`src/hw/duc_defs.vh`:
```
`ifndef DUC_DEFS_VH
`define DUC_DEFS_VH
// register offsets (word index on the 4-bit address port)
`define DUC_A_DATA 4'h0
`define DUC_A_IEN 4'h1
`define DUC_A_ISTAT 4'h2
`define DUC_A_LCTL 4'h3
`define DUC_A_MCTL 4'h4
`define DUC_A_LSTAT 4'h5
`define DUC_A_MSTAT 4'h6
`define DUC_A_DIVL 4'h7
`define DUC_A_DIVH 4'h8
`define DUC_A_EFEAT 4'h9
`define DUC_A_MODE 4'ha
// line control fields
`define DUC_LC_WLEN_LO 0
`define DUC_LC_WLEN_HI 1
`define DUC_LC_STOP2 2
`define DUC_LC_PAREN 3
`define DUC_LC_EVEN 4
// modem control fields
`define DUC_MC_TREADY 0
`define DUC_MC_REQ 1
`define DUC_MC_OUT2 3
`define DUC_MC_IR 6
`define DUC_MC_PRE4 7
// enhanced feature / interrupt enable fields
`define DUC_EF_AUTOREQ 6
`define DUC_EF_AUTOCLR 7
`define DUC_IE_REQ 6
`define DUC_IE_CLR 7
// mode fields
`define DUC_MD_X4 0
// status / mask bits
`define DUC_ST_RXRDY 0
`define DUC_ST_TXDONE 1
`define DUC_ST_PERR 2
`define DUC_ST_FERR 3
`define DUC_ST_MODEM 4
`define DUC_ST_OVR 5
`define DUC_ST_W 6
// line status fields
`define DUC_LS_RXRDY 0
`define DUC_LS_THRE 5
`define DUC_LS_TEMT 6
// reset values
`define DUC_RST_REG 8'h00
`define DUC_RST_LCTL 8'h03
`define DUC_RST_DIV 16'h0001
// oversampling phases: last phase and mid phase
`define DUC_OS16_LAST 4'hf
`define DUC_OS16_MID 4'h7
`define DUC_OS4_LAST 4'h3
`define DUC_OS4_MID 4'h1
// timing
`define DUC_CLK_NS 50
`define DUC_RST_MIN_NS 40
`define DUC_RST_CYC ((`DUC_RST_MIN_NS + `DUC_CLK_NS - 1) / `DUC_CLK_NS)
`endif

```
`src/hw/duc_channel.v`:
```
`include "duc_defs.vh"

module duc_channel #(
  parameter DIV_W = 16
) (
  // clock and reset
  input wire mclk_i,
  input wire rst_b_i,
  input wire ce_i,
  // register port
  input wire [3:0] addr_i,
  input wire [7:0] wdata_i,
  input wire wr_i,
  input wire rd_i,
  output reg [7:0] rdata_o,
  // serial
  input wire rx_i,
  output wire tx_o,
  // modem
  input wire clear_to_send_n_i,
  input wire set_ready_n_i,
  input wire carrier_detect_n_i,
  input wire ring_indicator_n_i,
  output reg request_to_send_n_o,
  output reg terminal_ready_n_o,
  output reg general_output2_n_o,
  // interrupt
  output reg channel_irq_out_o,
  output reg channel_irq_out_oe_o
);

  localparam RX_IDLE = 3'd0;
  localparam RX_START = 3'd1;
  localparam RX_DATA = 3'd2;
  localparam RX_PAR = 3'd3;
  localparam RX_STOP = 3'd4;

  function hit;
    input [3:0] a;
    input [3:0] r;
    begin
      hit = (a == r);
    end
  endfunction

  //////////////////////////////////////////////////////////////////////////
  // pin synchronisers: {ring, carrier, set, clear, rx}
  wire [4:0] pin_raw;
  reg [4:0] sync1_q;
  reg [4:0] sync2_q;
  assign pin_raw = {ring_indicator_n_i, carrier_detect_n_i, set_ready_n_i,
                    clear_to_send_n_i, rx_i};

  genvar gi;
  generate
    for (gi = 0; gi < 5; gi = gi + 1)
    begin : g_sync
      always @(posedge mclk_i)
      begin
        if (!rst_b_i)
        begin
          sync1_q[gi] <= 1'b1;
          sync2_q[gi] <= 1'b1;
        end
        else if (ce_i)
        begin
          sync1_q[gi] <= pin_raw[gi];
          sync2_q[gi] <= sync1_q[gi];
        end
      end
    end
  endgenerate

  //////////////////////////////////////////////////////////////////////////
  // registers of this channel
  reg [7:0] ien_q;
  reg [7:0] lctl_q;
  reg [7:0] mctl_q;
  reg [7:0] efeat_q;
  reg [7:0] mode_q;
  reg [DIV_W-1:0] div_q;
  reg [`DUC_ST_W-1:0] stat_q;
  reg [`DUC_ST_W-1:0] stat_d;
  reg [7:0] thr_q;
  reg thr_full_q;
  reg [7:0] rbuf_q;
  reg rrdy_q;
  reg [3:0] modem_prev_q;

  wire wr_data = wr_i && hit(addr_i, `DUC_A_DATA);
  wire rd_data = rd_i && hit(addr_i, `DUC_A_DATA);
  wire x4 = mode_q[`DUC_MD_X4];
  wire ir = mctl_q[`DUC_MC_IR];
  wire [3:0] last_ph = x4 ? `DUC_OS4_LAST : `DUC_OS16_LAST;
  wire [3:0] mid_ph = x4 ? `DUC_OS4_MID : `DUC_OS16_MID;

  // event wires from the serial paths and the modem pins
  reg ev_rx;
  reg ev_perr;
  reg ev_ferr;
  reg ev_ovr;
  wire tx_busy;
  wire tx_done;
  wire [`DUC_ST_W-1:0] ev;
  wire modem_chg = |(modem_prev_q ^ sync2_q[4:1]);
  assign ev = {ev_ovr, modem_chg, ev_ferr, ev_perr, tx_done, ev_rx};

  always @*
  begin
    stat_d = stat_q;
    if (wr_i && hit(addr_i, `DUC_A_ISTAT))
      stat_d = stat_d & ~wdata_i[`DUC_ST_W-1:0];
    stat_d = stat_d | ev;
  end

  always @(posedge mclk_i)
  begin
    if (!rst_b_i)
    begin
      ien_q <= `DUC_RST_REG;
      lctl_q <= `DUC_RST_LCTL;
      mctl_q <= `DUC_RST_REG;
      efeat_q <= `DUC_RST_REG;
      mode_q <= `DUC_RST_REG;
      div_q <= `DUC_RST_DIV;
      stat_q <= {`DUC_ST_W{1'b0}};
      modem_prev_q <= 4'hf;
    end
    else if (ce_i)
    begin
      stat_q <= stat_d;
      modem_prev_q <= sync2_q[4:1];
      if (wr_i)
      begin
        case (addr_i)
          `DUC_A_IEN: ien_q <= wdata_i;
          `DUC_A_LCTL: lctl_q <= wdata_i;
          `DUC_A_MCTL: mctl_q <= wdata_i;
          `DUC_A_DIVL: div_q[7:0] <= wdata_i;
          `DUC_A_DIVH: div_q[DIV_W-1:8] <= wdata_i[DIV_W-9:0];
          `DUC_A_EFEAT: efeat_q <= wdata_i;
          `DUC_A_MODE: mode_q <= wdata_i;
          default: ;
        endcase
      end
    end
  end

  //////////////////////////////////////////////////////////////////////////
  // baud generator: prescaler then divisor, one tick per sample phase
  reg [1:0] pre_q;
  reg [DIV_W-1:0] bcnt_q;
  reg tick_q;
  wire pre_ok = !mctl_q[`DUC_MC_PRE4] || (pre_q == 2'h3);
  wire [DIV_W:0] bcnt_inc = {1'b0, bcnt_q} + {{DIV_W{1'b0}}, 1'b1};

  always @(posedge mclk_i)
  begin
    if (!rst_b_i)
    begin
      pre_q <= 2'h0;
      bcnt_q <= {DIV_W{1'b0}};
      tick_q <= 1'b0;
    end
    else if (ce_i)
    begin
      pre_q <= pre_q + 2'h1;
      tick_q <= 1'b0;
      if (pre_ok)
      begin
        if (bcnt_inc >= {1'b0, div_q})
        begin
          bcnt_q <= {DIV_W{1'b0}};
          tick_q <= 1'b1;
        end
        else
          bcnt_q <= bcnt_inc[DIV_W-1:0];
      end
    end
  end

  //////////////////////////////////////////////////////////////////////////
  // transmit holding and flow gate
  wire auto_clr = efeat_q[`DUC_EF_AUTOCLR] && ien_q[`DUC_IE_CLR];
  wire tx_permit = !auto_clr || !sync2_q[1];
  wire tx_load = thr_full_q && !tx_busy && tx_permit;

  always @(posedge mclk_i)
  begin
    if (!rst_b_i)
    begin
      thr_q <= 8'h00;
      thr_full_q <= 1'b0;
    end
    else if (ce_i)
    begin
      if (wr_data)
      begin
        thr_q <= wdata_i;
        thr_full_q <= 1'b1;
      end
      else if (tx_load)
        thr_full_q <= 1'b0;
    end
  end

  duc_tx u_tx (
    .mclk_i(mclk_i),
    .rst_b_i(rst_b_i),
    .ce_i(ce_i),
    .tick_i(tick_q),
    .last_ph_i(last_ph),
    .wlen_i(lctl_q[`DUC_LC_WLEN_HI:`DUC_LC_WLEN_LO]),
    .par_en_i(lctl_q[`DUC_LC_PAREN]),
    .even_i(lctl_q[`DUC_LC_EVEN]),
    .stop2_i(lctl_q[`DUC_LC_STOP2]),
    .ir_i(ir),
    .load_i(tx_load),
    .data_i(thr_q),
    .busy_o(tx_busy),
    .done_o(tx_done),
    .tx_o(tx_o)
  );

  //////////////////////////////////////////////////////////////////////////
  // receiver with infrared pulse stretcher
  reg [3:0] ir_cnt_q;
  reg rx_prev_q;
  reg [2:0] rx_st_q;
  reg [3:0] rx_ph_q;
  reg [2:0] rx_cnt_q;
  reg [7:0] rx_sh_q;
  reg rx_par_q;
  wire rx_eff = ir ? (ir_cnt_q == 4'h0) && !sync2_q[0] : sync2_q[0];
  wire rx_even = lctl_q[`DUC_LC_EVEN];
  wire [1:0] wlen = lctl_q[`DUC_LC_WLEN_HI:`DUC_LC_WLEN_LO];
  wire rx_end = tick_q && (rx_ph_q == last_ph);

  always @(posedge mclk_i)
  begin
    if (!rst_b_i)
    begin
      ir_cnt_q <= 4'h0;
      rx_prev_q <= 1'b1;
      rx_st_q <= RX_IDLE;
      rx_ph_q <= 4'h0;
      rx_cnt_q <= 3'h0;
      rx_sh_q <= 8'h00;
      rx_par_q <= 1'b0;
      rbuf_q <= 8'h00;
      rrdy_q <= 1'b0;
      ev_rx <= 1'b0;
      ev_perr <= 1'b0;
      ev_ferr <= 1'b0;
      ev_ovr <= 1'b0;
    end
    else if (ce_i)
    begin
      ev_rx <= 1'b0;
      ev_perr <= 1'b0;
      ev_ferr <= 1'b0;
      ev_ovr <= 1'b0;
      rx_prev_q <= rx_eff;
      if (ir && sync2_q[0])
        ir_cnt_q <= last_ph;
      else if (tick_q && ir_cnt_q != 4'h0)
        ir_cnt_q <= ir_cnt_q - 4'h1;
      if (rd_data)
        rrdy_q <= 1'b0;
      if (tick_q)
        rx_ph_q <= rx_end ? 4'h0 : rx_ph_q + 4'h1;
      case (rx_st_q)
        RX_IDLE:
        begin
          if (rx_prev_q && !rx_eff)
          begin
            rx_st_q <= RX_START;
            rx_ph_q <= 4'h0;
          end
        end
        RX_START:
        begin
          if (tick_q && rx_ph_q == mid_ph)
          begin
            rx_ph_q <= 4'h0;
            rx_cnt_q <= 3'h0;
            rx_par_q <= 1'b0;
            rx_st_q <= rx_eff ? RX_IDLE : RX_DATA;
          end
        end
        RX_DATA:
        begin
          if (rx_end)
          begin
            rx_sh_q <= {rx_eff, rx_sh_q[7:1]};
            rx_par_q <= rx_par_q ^ rx_eff;
            rx_cnt_q <= rx_cnt_q + 3'h1;
            if (rx_cnt_q == {1'b1, wlen})
              rx_st_q <= lctl_q[`DUC_LC_PAREN] ? RX_PAR : RX_STOP;
          end
        end
        RX_PAR:
        begin
          if (rx_end)
          begin
            ev_perr <= ((rx_par_q ^ rx_eff) == rx_even);
            rx_st_q <= RX_STOP;
          end
        end
        RX_STOP:
        begin
          if (rx_end)
          begin
            ev_ferr <= !rx_eff;
            ev_ovr <= rrdy_q && !rd_data;
            ev_rx <= 1'b1;
            rbuf_q <= rx_sh_q >> (2'h3 - wlen);
            rrdy_q <= 1'b1;
            rx_st_q <= RX_IDLE;
          end
        end
        default: rx_st_q <= RX_IDLE;
      endcase
    end
  end

  //////////////////////////////////////////////////////////////////////////
  // read port and registered pins
  wire auto_req = efeat_q[`DUC_EF_AUTOREQ] && ien_q[`DUC_IE_REQ];

  always @(posedge mclk_i)
  begin
    if (!rst_b_i)
    begin
      rdata_o <= 8'h00;
      request_to_send_n_o <= 1'b1;
      terminal_ready_n_o <= 1'b1;
      general_output2_n_o <= 1'b1;
      channel_irq_out_o <= 1'b0;
      channel_irq_out_oe_o <= 1'b0;
    end
    else if (ce_i)
    begin
      rdata_o <= 8'h00;
      if (rd_i)
      begin
        case (addr_i)
          `DUC_A_DATA: rdata_o <= rbuf_q;
          `DUC_A_IEN: rdata_o <= ien_q;
          `DUC_A_ISTAT: rdata_o <= {2'b00, stat_q};
          `DUC_A_LCTL: rdata_o <= lctl_q;
          `DUC_A_MCTL: rdata_o <= mctl_q;
          `DUC_A_LSTAT: rdata_o <= {1'b0, !thr_full_q && !tx_busy,
                                    !thr_full_q, 4'h0, rrdy_q};
          `DUC_A_MSTAT: rdata_o <= {~sync2_q[3], ~sync2_q[4], ~sync2_q[2],
                                    ~sync2_q[1], 4'h0};
          `DUC_A_DIVL: rdata_o <= div_q[7:0];
          `DUC_A_DIVH: rdata_o <= div_q[DIV_W-1:8];
          `DUC_A_EFEAT: rdata_o <= efeat_q;
          `DUC_A_MODE: rdata_o <= mode_q;
          default: rdata_o <= 8'h00;
        endcase
      end
      // auto request drops while a received byte waits
      request_to_send_n_o <= !(mctl_q[`DUC_MC_REQ] &&
                               !(auto_req && rrdy_q));
      terminal_ready_n_o <= !mctl_q[`DUC_MC_TREADY];
      general_output2_n_o <= !mctl_q[`DUC_MC_OUT2];
      channel_irq_out_oe_o <= mctl_q[`DUC_MC_OUT2];
      channel_irq_out_o <= |(stat_q & ien_q[`DUC_ST_W-1:0]);
    end
  end

endmodule // duc_channel

```
`src/hw/duc_tx.v`:
```
`include "duc_defs.vh"

module duc_tx (
  // clock
  input wire mclk_i,
  input wire rst_b_i,
  input wire ce_i,
  // control
  input wire tick_i,
  input wire [3:0] last_ph_i,
  input wire [1:0] wlen_i,
  input wire par_en_i,
  input wire even_i,
  input wire stop2_i,
  input wire ir_i,
  input wire load_i,
  input wire [7:0] data_i,
  // status and line
  output reg busy_o,
  output reg done_o,
  output reg tx_o
);

  localparam ST_IDLE = 3'd0;
  localparam ST_START = 3'd1;
  localparam ST_DATA = 3'd2;
  localparam ST_PAR = 3'd3;
  localparam ST_STOP = 3'd4;

  reg [2:0] st_q;
  reg [3:0] ph_q;
  reg [2:0] cnt_q;
  reg [7:0] sh_q;
  reg par_q;
  reg line;
  wire bit_end;

  assign bit_end = tick_i && (ph_q == last_ph_i);

  always @*
  begin
    case (st_q)
      ST_START: line = 1'b0;
      ST_DATA: line = sh_q[0];
      ST_PAR: line = par_q ^ ~even_i;
      default: line = 1'b1;
    endcase
  end

  always @(posedge mclk_i)
  begin
    if (!rst_b_i)
    begin
      st_q <= ST_IDLE;
      ph_q <= 4'h0;
      cnt_q <= 3'h0;
      sh_q <= 8'h00;
      par_q <= 1'b0;
      busy_o <= 1'b0;
      done_o <= 1'b0;
      tx_o <= 1'b1;
    end
    else if (ce_i)
    begin
      done_o <= 1'b0;
      // ir: short high pulse in first quarter of a zero bit, idle low
      tx_o <= ir_i ? (~line & (ph_q <= {2'b00, last_ph_i[3:2]})) : line;
      if (tick_i)
        ph_q <= bit_end ? 4'h0 : ph_q + 4'h1;
      case (st_q)
        ST_IDLE:
        begin
          if (load_i)
          begin
            st_q <= ST_START;
            sh_q <= data_i;
            par_q <= 1'b0;
            ph_q <= 4'h0;
            busy_o <= 1'b1;
          end
        end
        ST_START:
        begin
          if (bit_end)
          begin
            st_q <= ST_DATA;
            cnt_q <= 3'h0;
          end
        end
        ST_DATA:
        begin
          if (bit_end)
          begin
            par_q <= par_q ^ sh_q[0];
            sh_q <= {1'b0, sh_q[7:1]};
            cnt_q <= cnt_q + 3'h1;
            if (cnt_q == {1'b1, wlen_i})
            begin
              cnt_q <= 3'h0;
              st_q <= par_en_i ? ST_PAR : ST_STOP;
            end
          end
        end
        ST_PAR:
        begin
          if (bit_end)
          begin
            st_q <= ST_STOP;
            cnt_q <= 3'h0;
          end
        end
        ST_STOP:
        begin
          if (bit_end)
          begin
            cnt_q <= cnt_q + 3'h1;
            if (!stop2_i || cnt_q[0])
            begin
              st_q <= ST_IDLE;
              busy_o <= 1'b0;
              done_o <= 1'b1;
            end
          end
        end
        default: st_q <= ST_IDLE;
      endcase
    end
  end

endmodule // duc_tx

```
`config.mk`:
```
export PLATFORM = sky130hd
export DESIGN_NAME = duc_channel
export DESIGN_NICKNAME = d
export VERILOG_FILES = /design/src/hw/duc_channel.v /design/src/hw/duc_tx.v
export VERILOG_INCLUDE_DIRS = /design/src /design/src/hw
export SDC_FILE = /design/constraint.sdc
export NUM_CORES = 1
export LEC_CHECK = 0
export BUFFER_PORTS_ARGS = -buffer_cell sky130_fd_sc_hd__buf_2
export CORE_ASPECT_RATIO = 1.5
export CORE_MARGIN = 8
export CORE_UTILIZATION = 35
export CTS_CLUSTER_DIAMETER = 150
export DETAILED_ROUTE_END_ITERATION = 16
export GPL_TIMING_DRIVEN = 0
export SYNTH_ARGS = -nofsm -noshare
export SYNTH_HDL_FRONTEND = slang
export SYNTH_SLANG_ARGS = --single-unit
```
`constraint.sdc`:
```
create_clock -name mclk_i -period 3.27 [get_ports mclk_i]
set_input_delay 0.4905 -clock mclk_i [delete_from_list [all_inputs] [get_ports mclk_i]]
set_output_delay 0.4905 -clock mclk_i [all_outputs]
set_load 0.005 [all_outputs]
```
* Word level (Yosys, flattened, before mapping)
Index checks and enable logic that the tools add are counted.
Word-level totals: word-level logic and storage cells 258, output and inout bits 14, bits in registers 176, bits of input ports 22
Operators by class: reduce and logical (&&, ||, !) cells 67, shift operators 1, equal/unequal tests 39, $lt $le $gt $ge 2, add/subtract/negate cells 8, bitwise logic cells 15, multiplexer cells 75
Operators by type and width (number):
- $pmux 8 s11 | 1
- $mux 3 | 21
- $mux 4 | 11
- $pmux 3 s5 | 2
- $reduce_and 3->1 | 9
- $mux 1 | 26
- $mux 8 | 3
- $logic_and 1x1->1 | 18
- $add 16x1->17 const B | 1
- $ge 17x16->1 | 1
- $eq 4x3->1 const B | 4
- $mux 16 | 1
- $pmux 8 s2 | 1
- $ne 2x1->1 const B | 7
- $ne 2x2->1 const B | 7
- $logic_not 1->1 | 13
- $and 6x6->6 | 2
- $eq 3x2->1 const B | 4
- $eq 4x4->1 const B | 3
- $reduce_and 5->1 | 2
- $reduce_bool 2->1 | 5
- $pmux 3 s3 | 1
- $add 4x1->4 const B | 2
- $eq 4x2->1 const B | 2
- 38 further kinds | 60

* Logic depth before layout (Yosys ltp)
Gate-level depths: netlist of run 1.
depth in word-level cells 7, gate-level depth with buffers 15, mapped depth without buffers 13

* Cells and area by module
Synthesis of run 1 repeated with hierarchy kept, for this count alone.
Unflattened totals: cells, all modules 1065, area, all modules 9292.7 µm²
Modules (own cells, without submodules):
- duc_channel | area an instance 7871.3 µm², cells an instance 895, sequential area each 3083.0 µm², times used 1
- duc_tx | area an instance 1421.4 µm², cells an instance 170, sequential area each 440.4 µm², times used 1

* Worst setup path before layout of run 1
OpenSTA, ideal clock, no wires.
path kind register to register, start point register bcnt_q[0], end point register bcnt_q[10], path slack 0.028 ns, arrival 3.120 ns, path buffers 2, library setup time 0.122 ns, data required time 3.148 ns, cell stages (with the launch flop) 16, period minus slack after synthesis 3.242 ns, path through dfxtp_1 -> ha_1 -> nand3_1 -> or2_1 -> nor2b_1 -> nand4_1 -> xnor2_1 -> ha_1 -> nand4_1 -> o41ai_1 -> a211oi_1 -> a31o_1 -> buf_2 -> nand2b_1 -> buf_2 -> o22ai_1
Between the ends: cells in the longest elaborated chain, start to end 3
Ends and longest elaborated chain:
- start: declaration | line duc_channel.v:152 | reg [DIV_W-1:0] bcnt_q;
- start signal: assignment | line duc_channel.v:162 | bcnt_q <= {DIV_W{1'b0}};
- start signal: assignment | line duc_channel.v:173 | bcnt_q <= {DIV_W{1'b0}};
- start signal: assignment | line duc_channel.v:177 | bcnt_q <= bcnt_inc[DIV_W-1:0];
- $add 16x1->17 (*) | line duc_channel.v:155 | wire [DIV_W:0] bcnt_inc = {1'b0, bcnt_q} + {{DIV_W{1'b0}}, 1'b1};
- $ge 17x16->1 | line duc_channel.v:171 | if (bcnt_inc >= {1'b0, div_q})
- $mux 16 (*) | line duc_channel.v:171
Mark *: on every way between the ends. The rest lies on a longest branch, timed or not. A chain may end at the register's enable or synchronous reset.

* Worst setup path after layout of run 1
start point register bcnt_q[1], end point register tick_q
Between the ends: cells in the longest elaborated chain, start to end 4
Ends and longest elaborated chain:
- $add 16x1->17 | line duc_channel.v:155
- $ge 17x16->1 | line duc_channel.v:171
- $mux 1 | line duc_channel.v:171
- $mux 1 | line duc_channel.v:169 | if (pre_ok)
- end signal: assignment | line duc_channel.v:163 | tick_q <= 1'b0;
- end signal: assignment | line duc_channel.v:168 | tick_q <= 1'b0;
- end signal: assignment | line duc_channel.v:174 | tick_q <= 1'b1;
- end: declaration | line duc_channel.v:153 | reg tick_q;
Every way passes these cells.

==> insert_results.sql, run 1 <==
INSERT INTO impl_metrics (metric_group, metric, value, unit) VALUES
('global_routing', 'grt_pass1_wl', '48000', 'um'),
('worst_hold_path', 'worst_hold_path_type', 'primary input to flip-flop', ''),
('yosys', 'synth_warnings', '0', ''),
('power', 'total_leakage_power', '3.73', 'nW'),
('sta', 'finalMaxSlewViolations', '0', ''),
('clock_network', 'htreeDepth', '4', ''),
('place', 'buffer_ports.inserted', '25', ''),
('clock_network', 'tritoncts', 'yes', ''),
('clock_network', 'cts_inserted_buffers', '17', ''),
('sta', 'finalSetupTns', '0', 'ns'),
('setup_path', 'cp_slowest_cell', 'o41ai_2', ''),
('sta', 'final_hold_fails', '0', ''),
('drt', 'drt_iter0_drc', '513', ''),
('sta', 'final_critical_path_setup_slack', '0.0501', 'ns'),
('setup_path', 'timing.critical_path.to_type', 'flip-flop', ''),
('setup_path', 'biggest_fanout_along_the_worst_timing_path', '6', ''),
('place', 'dp_slack', '-0.707', 'ns'),
('sta', 'setup_viol', '0', ''),
('clock_network', 'clkSlewWorstSetupHoldPaths', '0.08', 'ns'),
('place', 'dp_cells', '1422', ''),
('yosys', 'synth.top_cells.by_count', '176 x dfxtp_1, 133 x nor2_1, 109 x nand2_1', ''),
('sta', 'finalCritPeriodShare', '0.985', ''),
('floorplan', 'floorplan.die_area', '31600', 'um2'),
('yosys', 'yosys.cell_types.count', '76', ''),
('setup_path', 'critical_path.max_stage_delay', '0.45', 'ns'),
('clock_network', 'clk_root_buffer_cell', 'clkbuf_16', ''),
('clock_network', 'cts-hold-fix-buffers', '0', ''),
('power', 'vdd_drop_max', '0.366', 'mV'),
('yosys', 'post_synth_inst_count', '1064', ''),
('global_routing', 'antenna_found_initial', '0', ''),
('global_routing', 'grtUsageMet2', '0.361', ''),
('place', 'placedInstanceArea', '9650', 'um2'),
('setup_path', 'setup.worst_path.start_class', 'flip-flop', ''),
('yosys', 'yosys.cell_count.top_type', 'dfxtp_1', ''),
('sta', 'fmax', '311', 'MHz'),
('run_status', 'outcome', 'complete, no violations', ''),
('floorplan', 'std_cell_rows', '72', ''),
('yosys', 'mean_area_per_synthesized_cell', '8.56', 'um2'),
('sta', 'slew-limit-headroom', '0.280', ''),
('clock_network', 'clock_sinks', '176', ''),
('sta', 'clock-skew-final', '0.0162', 'ns'),
('job', 'drv_cap', '0', ''),
('place', 'gp_congestion', '0.983', ''),
('sta', 'period_minus_slack', '3.22', 'ns'),
('setup_path', 'timing.critical_path.cells', 'ha_4, nand3_4, or2_4, nor2b_4, buf_4, xor2_1, ha_1, nand4_1, o41ai_2, a211oi_2, a31o_1, buf_6, clkbuf_16, a2bb2oi_2, nor2_1', ''),
('global_routing', 'pin_count_of_the_biggest_net_entering_global_routing', '17', ''),
('global_routing', 'globalRoute.totalOverflow', '0', ''),
('floorplan', 'core_area', '25700', 'um2'),
('sta', 'worst_slew_pin_slew', '1.07', 'ns'),
('layout', 'layout.core_utilization', '0.413', ''),
('global_routing', 'grt_use_met3', '0.0258', ''),
('place', 'detailed_place_hpwl', '22400', 'um'),
('drt', 'detail_route.wl_per_cell', '21.1', 'um'),
('floorplan', 'initial_core_util', '0.355', ''),
('drt', 'viasPerCell', '5.64', ''),
('layout', 'layout_cell_share_with_drive_strength_beyond_1', '0.123', ''),
('drt', 'totalWireLength', '31000', 'um'),
('yosys', 'netlist_top_cells_area', 'dfxtp_1 39%, mux2i_1 11%, nor2_1 5.5%', ''),
('global_routing', 'grt_pass1_vias', '8134', ''),
('yosys', 'synth.net_count', '1112', ''),
('floorplan', 'dieWidth', '148', 'um'),
('global_routing', 'globalRoute.busiestLayer', 'met2', ''),
('drt', 'routed-via-count', '8275', ''),
('setup_path', 'arrival', '3.59', 'ns'),
('layout', 'antenna_cells', '0', ''),
('layout', 'finish.instance_area', '10600', 'um2'),
('setup_path', 'cp.required', '3.64', 'ns'),
('yosys', 'share_of_yosys_cell_area_claimed_by_the_top_area_cell_type', '0.387', ''),
('clock_network', 'clock_latency', '0.45', 'ns'),
('yosys', 'ys_dominant_reg_cell', 'dfxtp_1', ''),
('floorplan', 'boundaryPins', '36', '');
critical path: cells and delay by family (launching register included):
family | cells | cell delay (ns)
buffers and inverters | 3 | 0.47
XOR/XNOR | 1 | 0.06
AND/OR/NAND/NOR | 5 | 0.88
adder cells (fa/ha/maj) | 2 | 0.47
AO/OA/AOI/OAI | 4 | 0.87
flip-flops | 1 | 0.38
worst paths after layout:
check        cells after the start                 endpoint  slack, ns              startpoint
max                             15      tick_q$_SDFFE_PN0P_       0.05  bcnt_q[1]$_SDFFE_PN0P_
min                              3  sync1_q[3]$_SDFFE_PN1P_       0.26      carrier_detect_n_i
max reg2reg                     15      tick_q$_SDFFE_PN0P_       0.05  bcnt_q[1]$_SDFFE_PN0P_
min reg2reg                      2   rbuf_q[6]$_SDFFE_PN0P_       0.46  rbuf_q[6]$_SDFFE_PN0P_
per-stage QoR:
| stage | hold slack [ns] | power, mW |
|---|---|---|
| 6_report | 0.264 | 4.80 |
| 5_1_grt | 0.260 | 4.95 |
| 2_1_floorplan | 0.429 | 2.43 |
| 4_1_cts | 0.249 | 4.80 |
| 3_3_place_gp | 0.445 | 2.56 |
| 3_5_place_dp | 0.454 | 2.56 |
power breakdown:
group | switching (mW) | internal [mW] | total (mW)
logic | 0.245 | 0.0995 | 0.345
registers | 0.0232 | 2.16 | 2.19
clock network | 0.971 | 1.30 | 2.27
registers in the layout, indices dropped and copies added, names as in the netlist, 5 cells and up:
name and cells:
mctl_q 8, div_q 16, efeat_q 8, rx_sh_q 8, sync2_q 5, lctl_q 8
ien_q 8, mode_q 8, rbuf_q 8, u_tx.sh_q 8, bcnt_q 16, stat_q 6
sync1_q 5, rdata_o 8, thr_q 8
cells in the final DEF (no fill, tap or decap), types with 6 or more instances in the layout:
cell type,count
dfxtp_1,170
nor2_1,133
nand2_1,109
mux2i_1,103
a21oi_1,59
clkbuf_1,47
buf_2,35
inv_1,34
nand3_1,27
ha_1,25
o21ai_0,22
nand4_1,21
xnor2_1,20
o22ai_1,18
clkbuf_16,18
or3_1,17
a22oi_1,15
a211oi_1,15
buf_4,12
nor2b_1,12
buf_1,10
xor2_1,9
and3_1,9
nor3_1,9
nand2b_1,8
a31oi_1,8
o21ai_1,7
a21oi_2,6
a32oi_1,6
nor3b_1,6
metal layers:
layer / vias up / wire length, um
li1: 3926 / -
met1: 3952 / 12000
met2: 307 / 15800
met3: 90 / 1540
met4: 0 / 1590
met5: - / 0
cell type report:
class	instances	area [um2]
fill	2568	15100
multi-input combinational	781	5330
sequential	176	3540
clock buffer	18	429
tap	333	417
buffer	70	310
timing repair buffer	37	233
clock inverter	14	203
inverter	37	139
timing repair:
| item | 4_1_cts | 5_1_grt |
|---|---|---|
| buffers inserted | 2 | 8 |
| cloned | 0 | 2 |
| resized for setup | 17 | 32 |
| pin swaps | 3 | 28 |
| setup endpoints to repair | 17 | 17 |
logic make-up after synthesis:
group                      Yosys count  share of synthesized area
DFF                                176                      0.387
adders and majority gates           26                     0.0357
AOI/OAI and AO/OA                  220                      0.164
and+or+nand+nor                    394                      0.210
muxes                              112                      0.129
buffers and inverters              107                     0.0463
xor gates and xnor gates            29                     0.0279
Note: power is estimated with default switching activity, not from simulation.
==> inputs of run 2 (changes only) <==
--- a/config.mk
+++ b/config.mk
@@ -15,4 +15,5 @@
 export GPL_TIMING_DRIVEN = 0
 export SYNTH_ARGS = -nofsm -noshare
 export SYNTH_HDL_FRONTEND = slang
+export SYNTH_HIERARCHICAL = 1
 export SYNTH_SLANG_ARGS = --single-unit
==> insert_results.sql, run 2 <==
INSERT INTO impl_metrics (metric_group, metric, value, unit) VALUES
('setup_path', 'cp_slowest_cell', 'or4_4', ''),
('yosys', 'netlist_top_cells_area', 'dfxtp_1 38%, mux2i_1 9.6%, nand2_1 5.5%', ''),
('clock_network', 'cts-hold-fix-buffers', '0', ''),
('clock_network', 'clkSlewWorstSetupHoldPaths', '0.07', 'ns'),
('layout', 'layout_commonest_cell', 'dfxtp_1', ''),
('yosys', 'synth.top_cells.by_count', '176 x dfxtp_1, 137 x nand2_1, 113 x nor2_1', ''),
('layout', 'antenna_cells', '0', ''),
('drt', 'viasPerCell', '5.50', ''),
('layout', 'layout.cells.most_common_list', '175 x dfxtp_1, 137 x nand2_1, 112 x nor2_1', ''),
('drt', 'totalWireLength', '30000', 'um'),
('place', 'placedInstanceArea', '9840', 'um2'),
('setup_path', 'timing.critical_path.to_type', 'flip-flop', ''),
('clock_network', 'htreeDepth', '4', ''),
('power', 'power_per_cell_area', '447', 'nW/um2'),
('sta', 'clock-skew-final', '0.0124', 'ns'),
('drt', 'routed-via-count', '8040', ''),
('sta', 'finalCritPeriodShare', '0.946', ''),
('floorplan', 'floorplan.die_area', '32100', 'um2'),
('sta', 'rsz_0062_raised_after_global_routing', 'false', ''),
('clock_network', 'clock_sinks', '176', ''),
('setup_path', 'regToRegEndpoint', 'bcnt_q[14]$_SDFFE_PN0P_', ''),
('sta', 'setup_viol', '0', ''),
('setup_path', 'setup.worst_path.start_class', 'flip-flop', ''),
('place', 'gp_congestion', '1.04', ''),
('global_routing', 'pin_count_of_the_biggest_net_entering_global_routing', '17', ''),
('sta', 'period_minus_slack', '3.09', 'ns'),
('drt', 'detail_route.wl_per_cell', '20.5', 'um'),
('floorplan', 'boundaryPins', '36', ''),
('place', 'buffer_ports.inserted', '25', ''),
('run_status', 'outcome', 'complete, no violations', ''),
('place', 'detailed_place_hpwl', '22700', 'um'),
('sta', 'finalSetupTns', '0', 'ns'),
('power', 'post-layout-total-power', '4.71', 'mW'),
('setup_path', 'timing.rr.start', 'bcnt_q[0]$_SDFFE_PN0P_', ''),
('setup_path', 'critPathLaunch', 'bcnt_q[0]$_SDFFE_PN0P_', ''),
('sta', 'slew-limit-headroom', '0.216', ''),
('layout', 'nets', '1161', ''),
('worst_hold_path', 'whs_path_depth', '3', ''),
('sta', 'worst_slew_pin_slew', '1.17', 'ns'),
('setup_path', 'rr_worst_depth', '13', ''),
('layout', 'finish.instance_area', '10500', 'um2'),
('worst_hold_path', 'worst_hold_path_type', 'primary input to flip-flop', ''),
('global_routing', 'grt_pass1_wl', '46600', 'um'),
('yosys', 'async_flop_share', '0', ''),
('layout', 'layout-area-overhead-vs-synth', '13.5', '%'),
('yosys', 'post_synth_inst_count', '1065', ''),
('job', 'drv_cap', '0', ''),
('yosys', 'synth_warnings', '6', ''),
('global_routing', 'gr-usage-all-layers', '0.191', ''),
('floorplan', 'dieWidth', '149', 'um'),
('floorplan', 'die_y', '216', 'um'),
('setup_path', 'timing.setup.critical_path_class', 'flip-flop to flip-flop', ''),
('yosys', 'netlist_area', '9290', 'um2'),
('sta', 'fmax', '323', 'MHz'),
('setup_path', 'critical_path.max_stage_delay', '0.49', 'ns'),
('yosys', 'yosys.cell_count.top_type', 'dfxtp_1', ''),
('yosys', 'mean_area_per_synthesized_cell', '8.73', 'um2'),
('drt', 'drcViolationCount', '0', ''),
('yosys', 'yosys.cell_types.count', '96', ''),
('clock_network', 'tritoncts', 'yes', ''),
('clock_network', 'cts_buffer_depth', '2', ''),
('floorplan', 'std_cell_rows', '73', ''),
('drt', 'drt_iter0_drc', '578', ''),
('clock_network', 'clk_root_buffer_cell', 'clkbuf_16', ''),
('setup_path', 'cp.required', '3.63', 'ns'),
('global_routing', 'globalRoute.totalOverflow', '0', ''),
('power', 'total_leakage_power', '3.76', 'nW'),
('power', 'vdd_drop_max', '0.340', 'mV'),
('setup_path', 'timing.critical_path.cells', 'ha_2, nand3_2, or4_4, nor2_2, xor2_1, ha_1, nand4_1, buf_4, nor3_1, a21oi_2, nand3_4, buf_6, a211oi_1', ''),
('yosys', 'synth_edf_count', '0', ''),
('setup_path', 'arrival', '3.45', 'ns'),
('global_routing', 'grt_pass1_vias', '7962', ''),
('setup_path', 'r2r_slack', '0.18', 'ns'),
('layout', 'layout_cell_share_with_drive_strength_beyond_1', '0.132', ''),
('yosys', 'share_of_yosys_cell_area_claimed_by_the_top_area_cell_type', '0.379', ''),
('floorplan', 'core_area', '26300', 'um2'),
('yosys', 'yosys_register_bits', '176', ''),
('drt', 'detail_route.first_pass.iterations', '5', ''),
('yosys', 'ys_dominant_reg_cell', 'dfxtp_1', ''),
('yosys', 'seq_area_frac_synth', '0.379', ''),
('layout', 'layout_top_registers', 'bcnt_q: 16 flops, div_q: 16 flops', ''),
('clock_network', 'cts_inserted_buffers', '17', ''),
('floorplan', 'initial_core_util', '0.353', ''),
('setup_path', 'biggest_fanout_along_the_worst_timing_path', '10', ''),
('setup_path', 'setup.worst_path.end', 'bcnt_q[14]$_SDFFE_PN0P_', ''),
('sta', 'final_hold_fails', '0', ''),
('drt', 'route.antenna.remaining_nets', '0', ''),
('sta', 'finalMaxSlewViolations', '0', ''),
('global_routing', 'antenna_found_initial', '0', ''),
('yosys', 'synth_top_cell_by_area', 'dfxtp_1', ''),
('clock_network', 'clock_latency', '0.45', 'ns');
-- run 2: changes by cell type in the layout (fill, tap and decap cells not counted), moves of 7 or more --
cell      delta
or3_1       -13
clkbuf_1    -11
nor2_1      -21
nor3_1       +8
o21ai_0      +7
nand4_1     -12
xor2_1      +10
a311oi_1     +9
nand2_1     +28
mux2i_1     -14
buf_2        +7
o22ai_1     -13
buf_4        -7
-- run 2: what timing repair did --
item | CTS | global route
pin swaps | 2 | 4
setup endpoints to repair | 15 | 14
buffers inserted | 1 | 2
resized for setup | 8 | 8
-- run 2: layer usage --
metal | share of wire | vias up | GRT usage
met4 | 0.053 | 0 | 0.108
met5 | 0 | - | 0
met2 | 0.51 | 202 | 0.339
met3 | 0.034 | 79 | 0.0341
li1 | - | 3887 | -
met1 | 0.40 | 3872 | 0.208
-- run 2: worst max-delay path: cells and delay by family, from the launching register on --
family | cells | cell delay (ns)
and+or+nand+nor | 6 | 1.16
AOI/OAI and AO/OA | 2 | 0.45
DFF | 1 | 0.37
xor gates and xnor gates | 1 | 0.18
buffers and inverters | 2 | 0.32
adders and majority gates | 2 | 0.51
-- run 2: kinds of logic (layout without fill, tap and decap cells) --
family / after synthesis / count (layout) / share of synthesized area
flops: 176 / 176 / 0.379
xor+xnor: 44 / 44 / 0.0415
fa+ha+maj: 26 / 26 / 0.0350
other cells: 1 / 2 / 0.000404
simple gates: 405 / 405 / 0.216
compound gates: 211 / 211 / 0.162
mux: 100 / 100 / 0.115
buf+inv: 102 / 162 / 0.0513
-- run 2: power by group --
| part | internal [mW] | leakage (nW) | total [mW] | switching [mW] |
|---|---|---|---|---|
| sequential | 2.17 | 1.42 | 2.20 | 0.0305 |
| clock | 1.27 | 0.306 | 2.18 | 0.913 |
| combinational | 0.0989 | 2.03 | 0.332 | 0.233 |
-- run 2: how the worst min path moves through the flow --
| stage | to | slack [ns] | startpoint |
|---|---|---|---|
| after floorplan | rbuf_q[3]$_SDFFE_PN0P_ | 0.43 | rbuf_q[3]$_SDFFE_PN0P_ |
| after global placement | rbuf_q[2]$_SDFFE_PN0P_ | 0.45 | rbuf_q[2]$_SDFFE_PN0P_ |
| after detailed placement | thr_q[0]$_SDFFE_PN0P_ | 0.45 | thr_q[0]$_SDFFE_PN0P_ |
| after CTS | sync1_q[0]$_SDFFE_PN1P_ | 0.23 | rx_i |
| after global routing | sync1_q[0]$_SDFFE_PN1P_ | 0.25 | rx_i |
| final | sync1_q[0]$_SDFFE_PN1P_ | 0.25 | rx_i |
-- run 2: stage by stage --
step	std cells	utilization	hold WS, ns	setup slack, ns
2_1_floorplan	1066	-	0.429	0.179
3_3_place_gp	1428	0.374	0.446	-0.445
3_5_place_dp	1428	0.374	0.451	-0.426
4_1_cts	1461	0.399	0.229	0.000507
5_1_grt	1463	0.401	0.247	0.0339
6_report	1463	0.401	0.249	0.177
-- run 2: layout make-up --
type	instances	area, um2
timing repair buffer	28	148
clock inverter	11	150
fill	2728	15800
tap	337	422
buffer	68	357
clock buffer	21	470
sequential	176	3520
multi-input combinational	788	5350
inverter	34	128
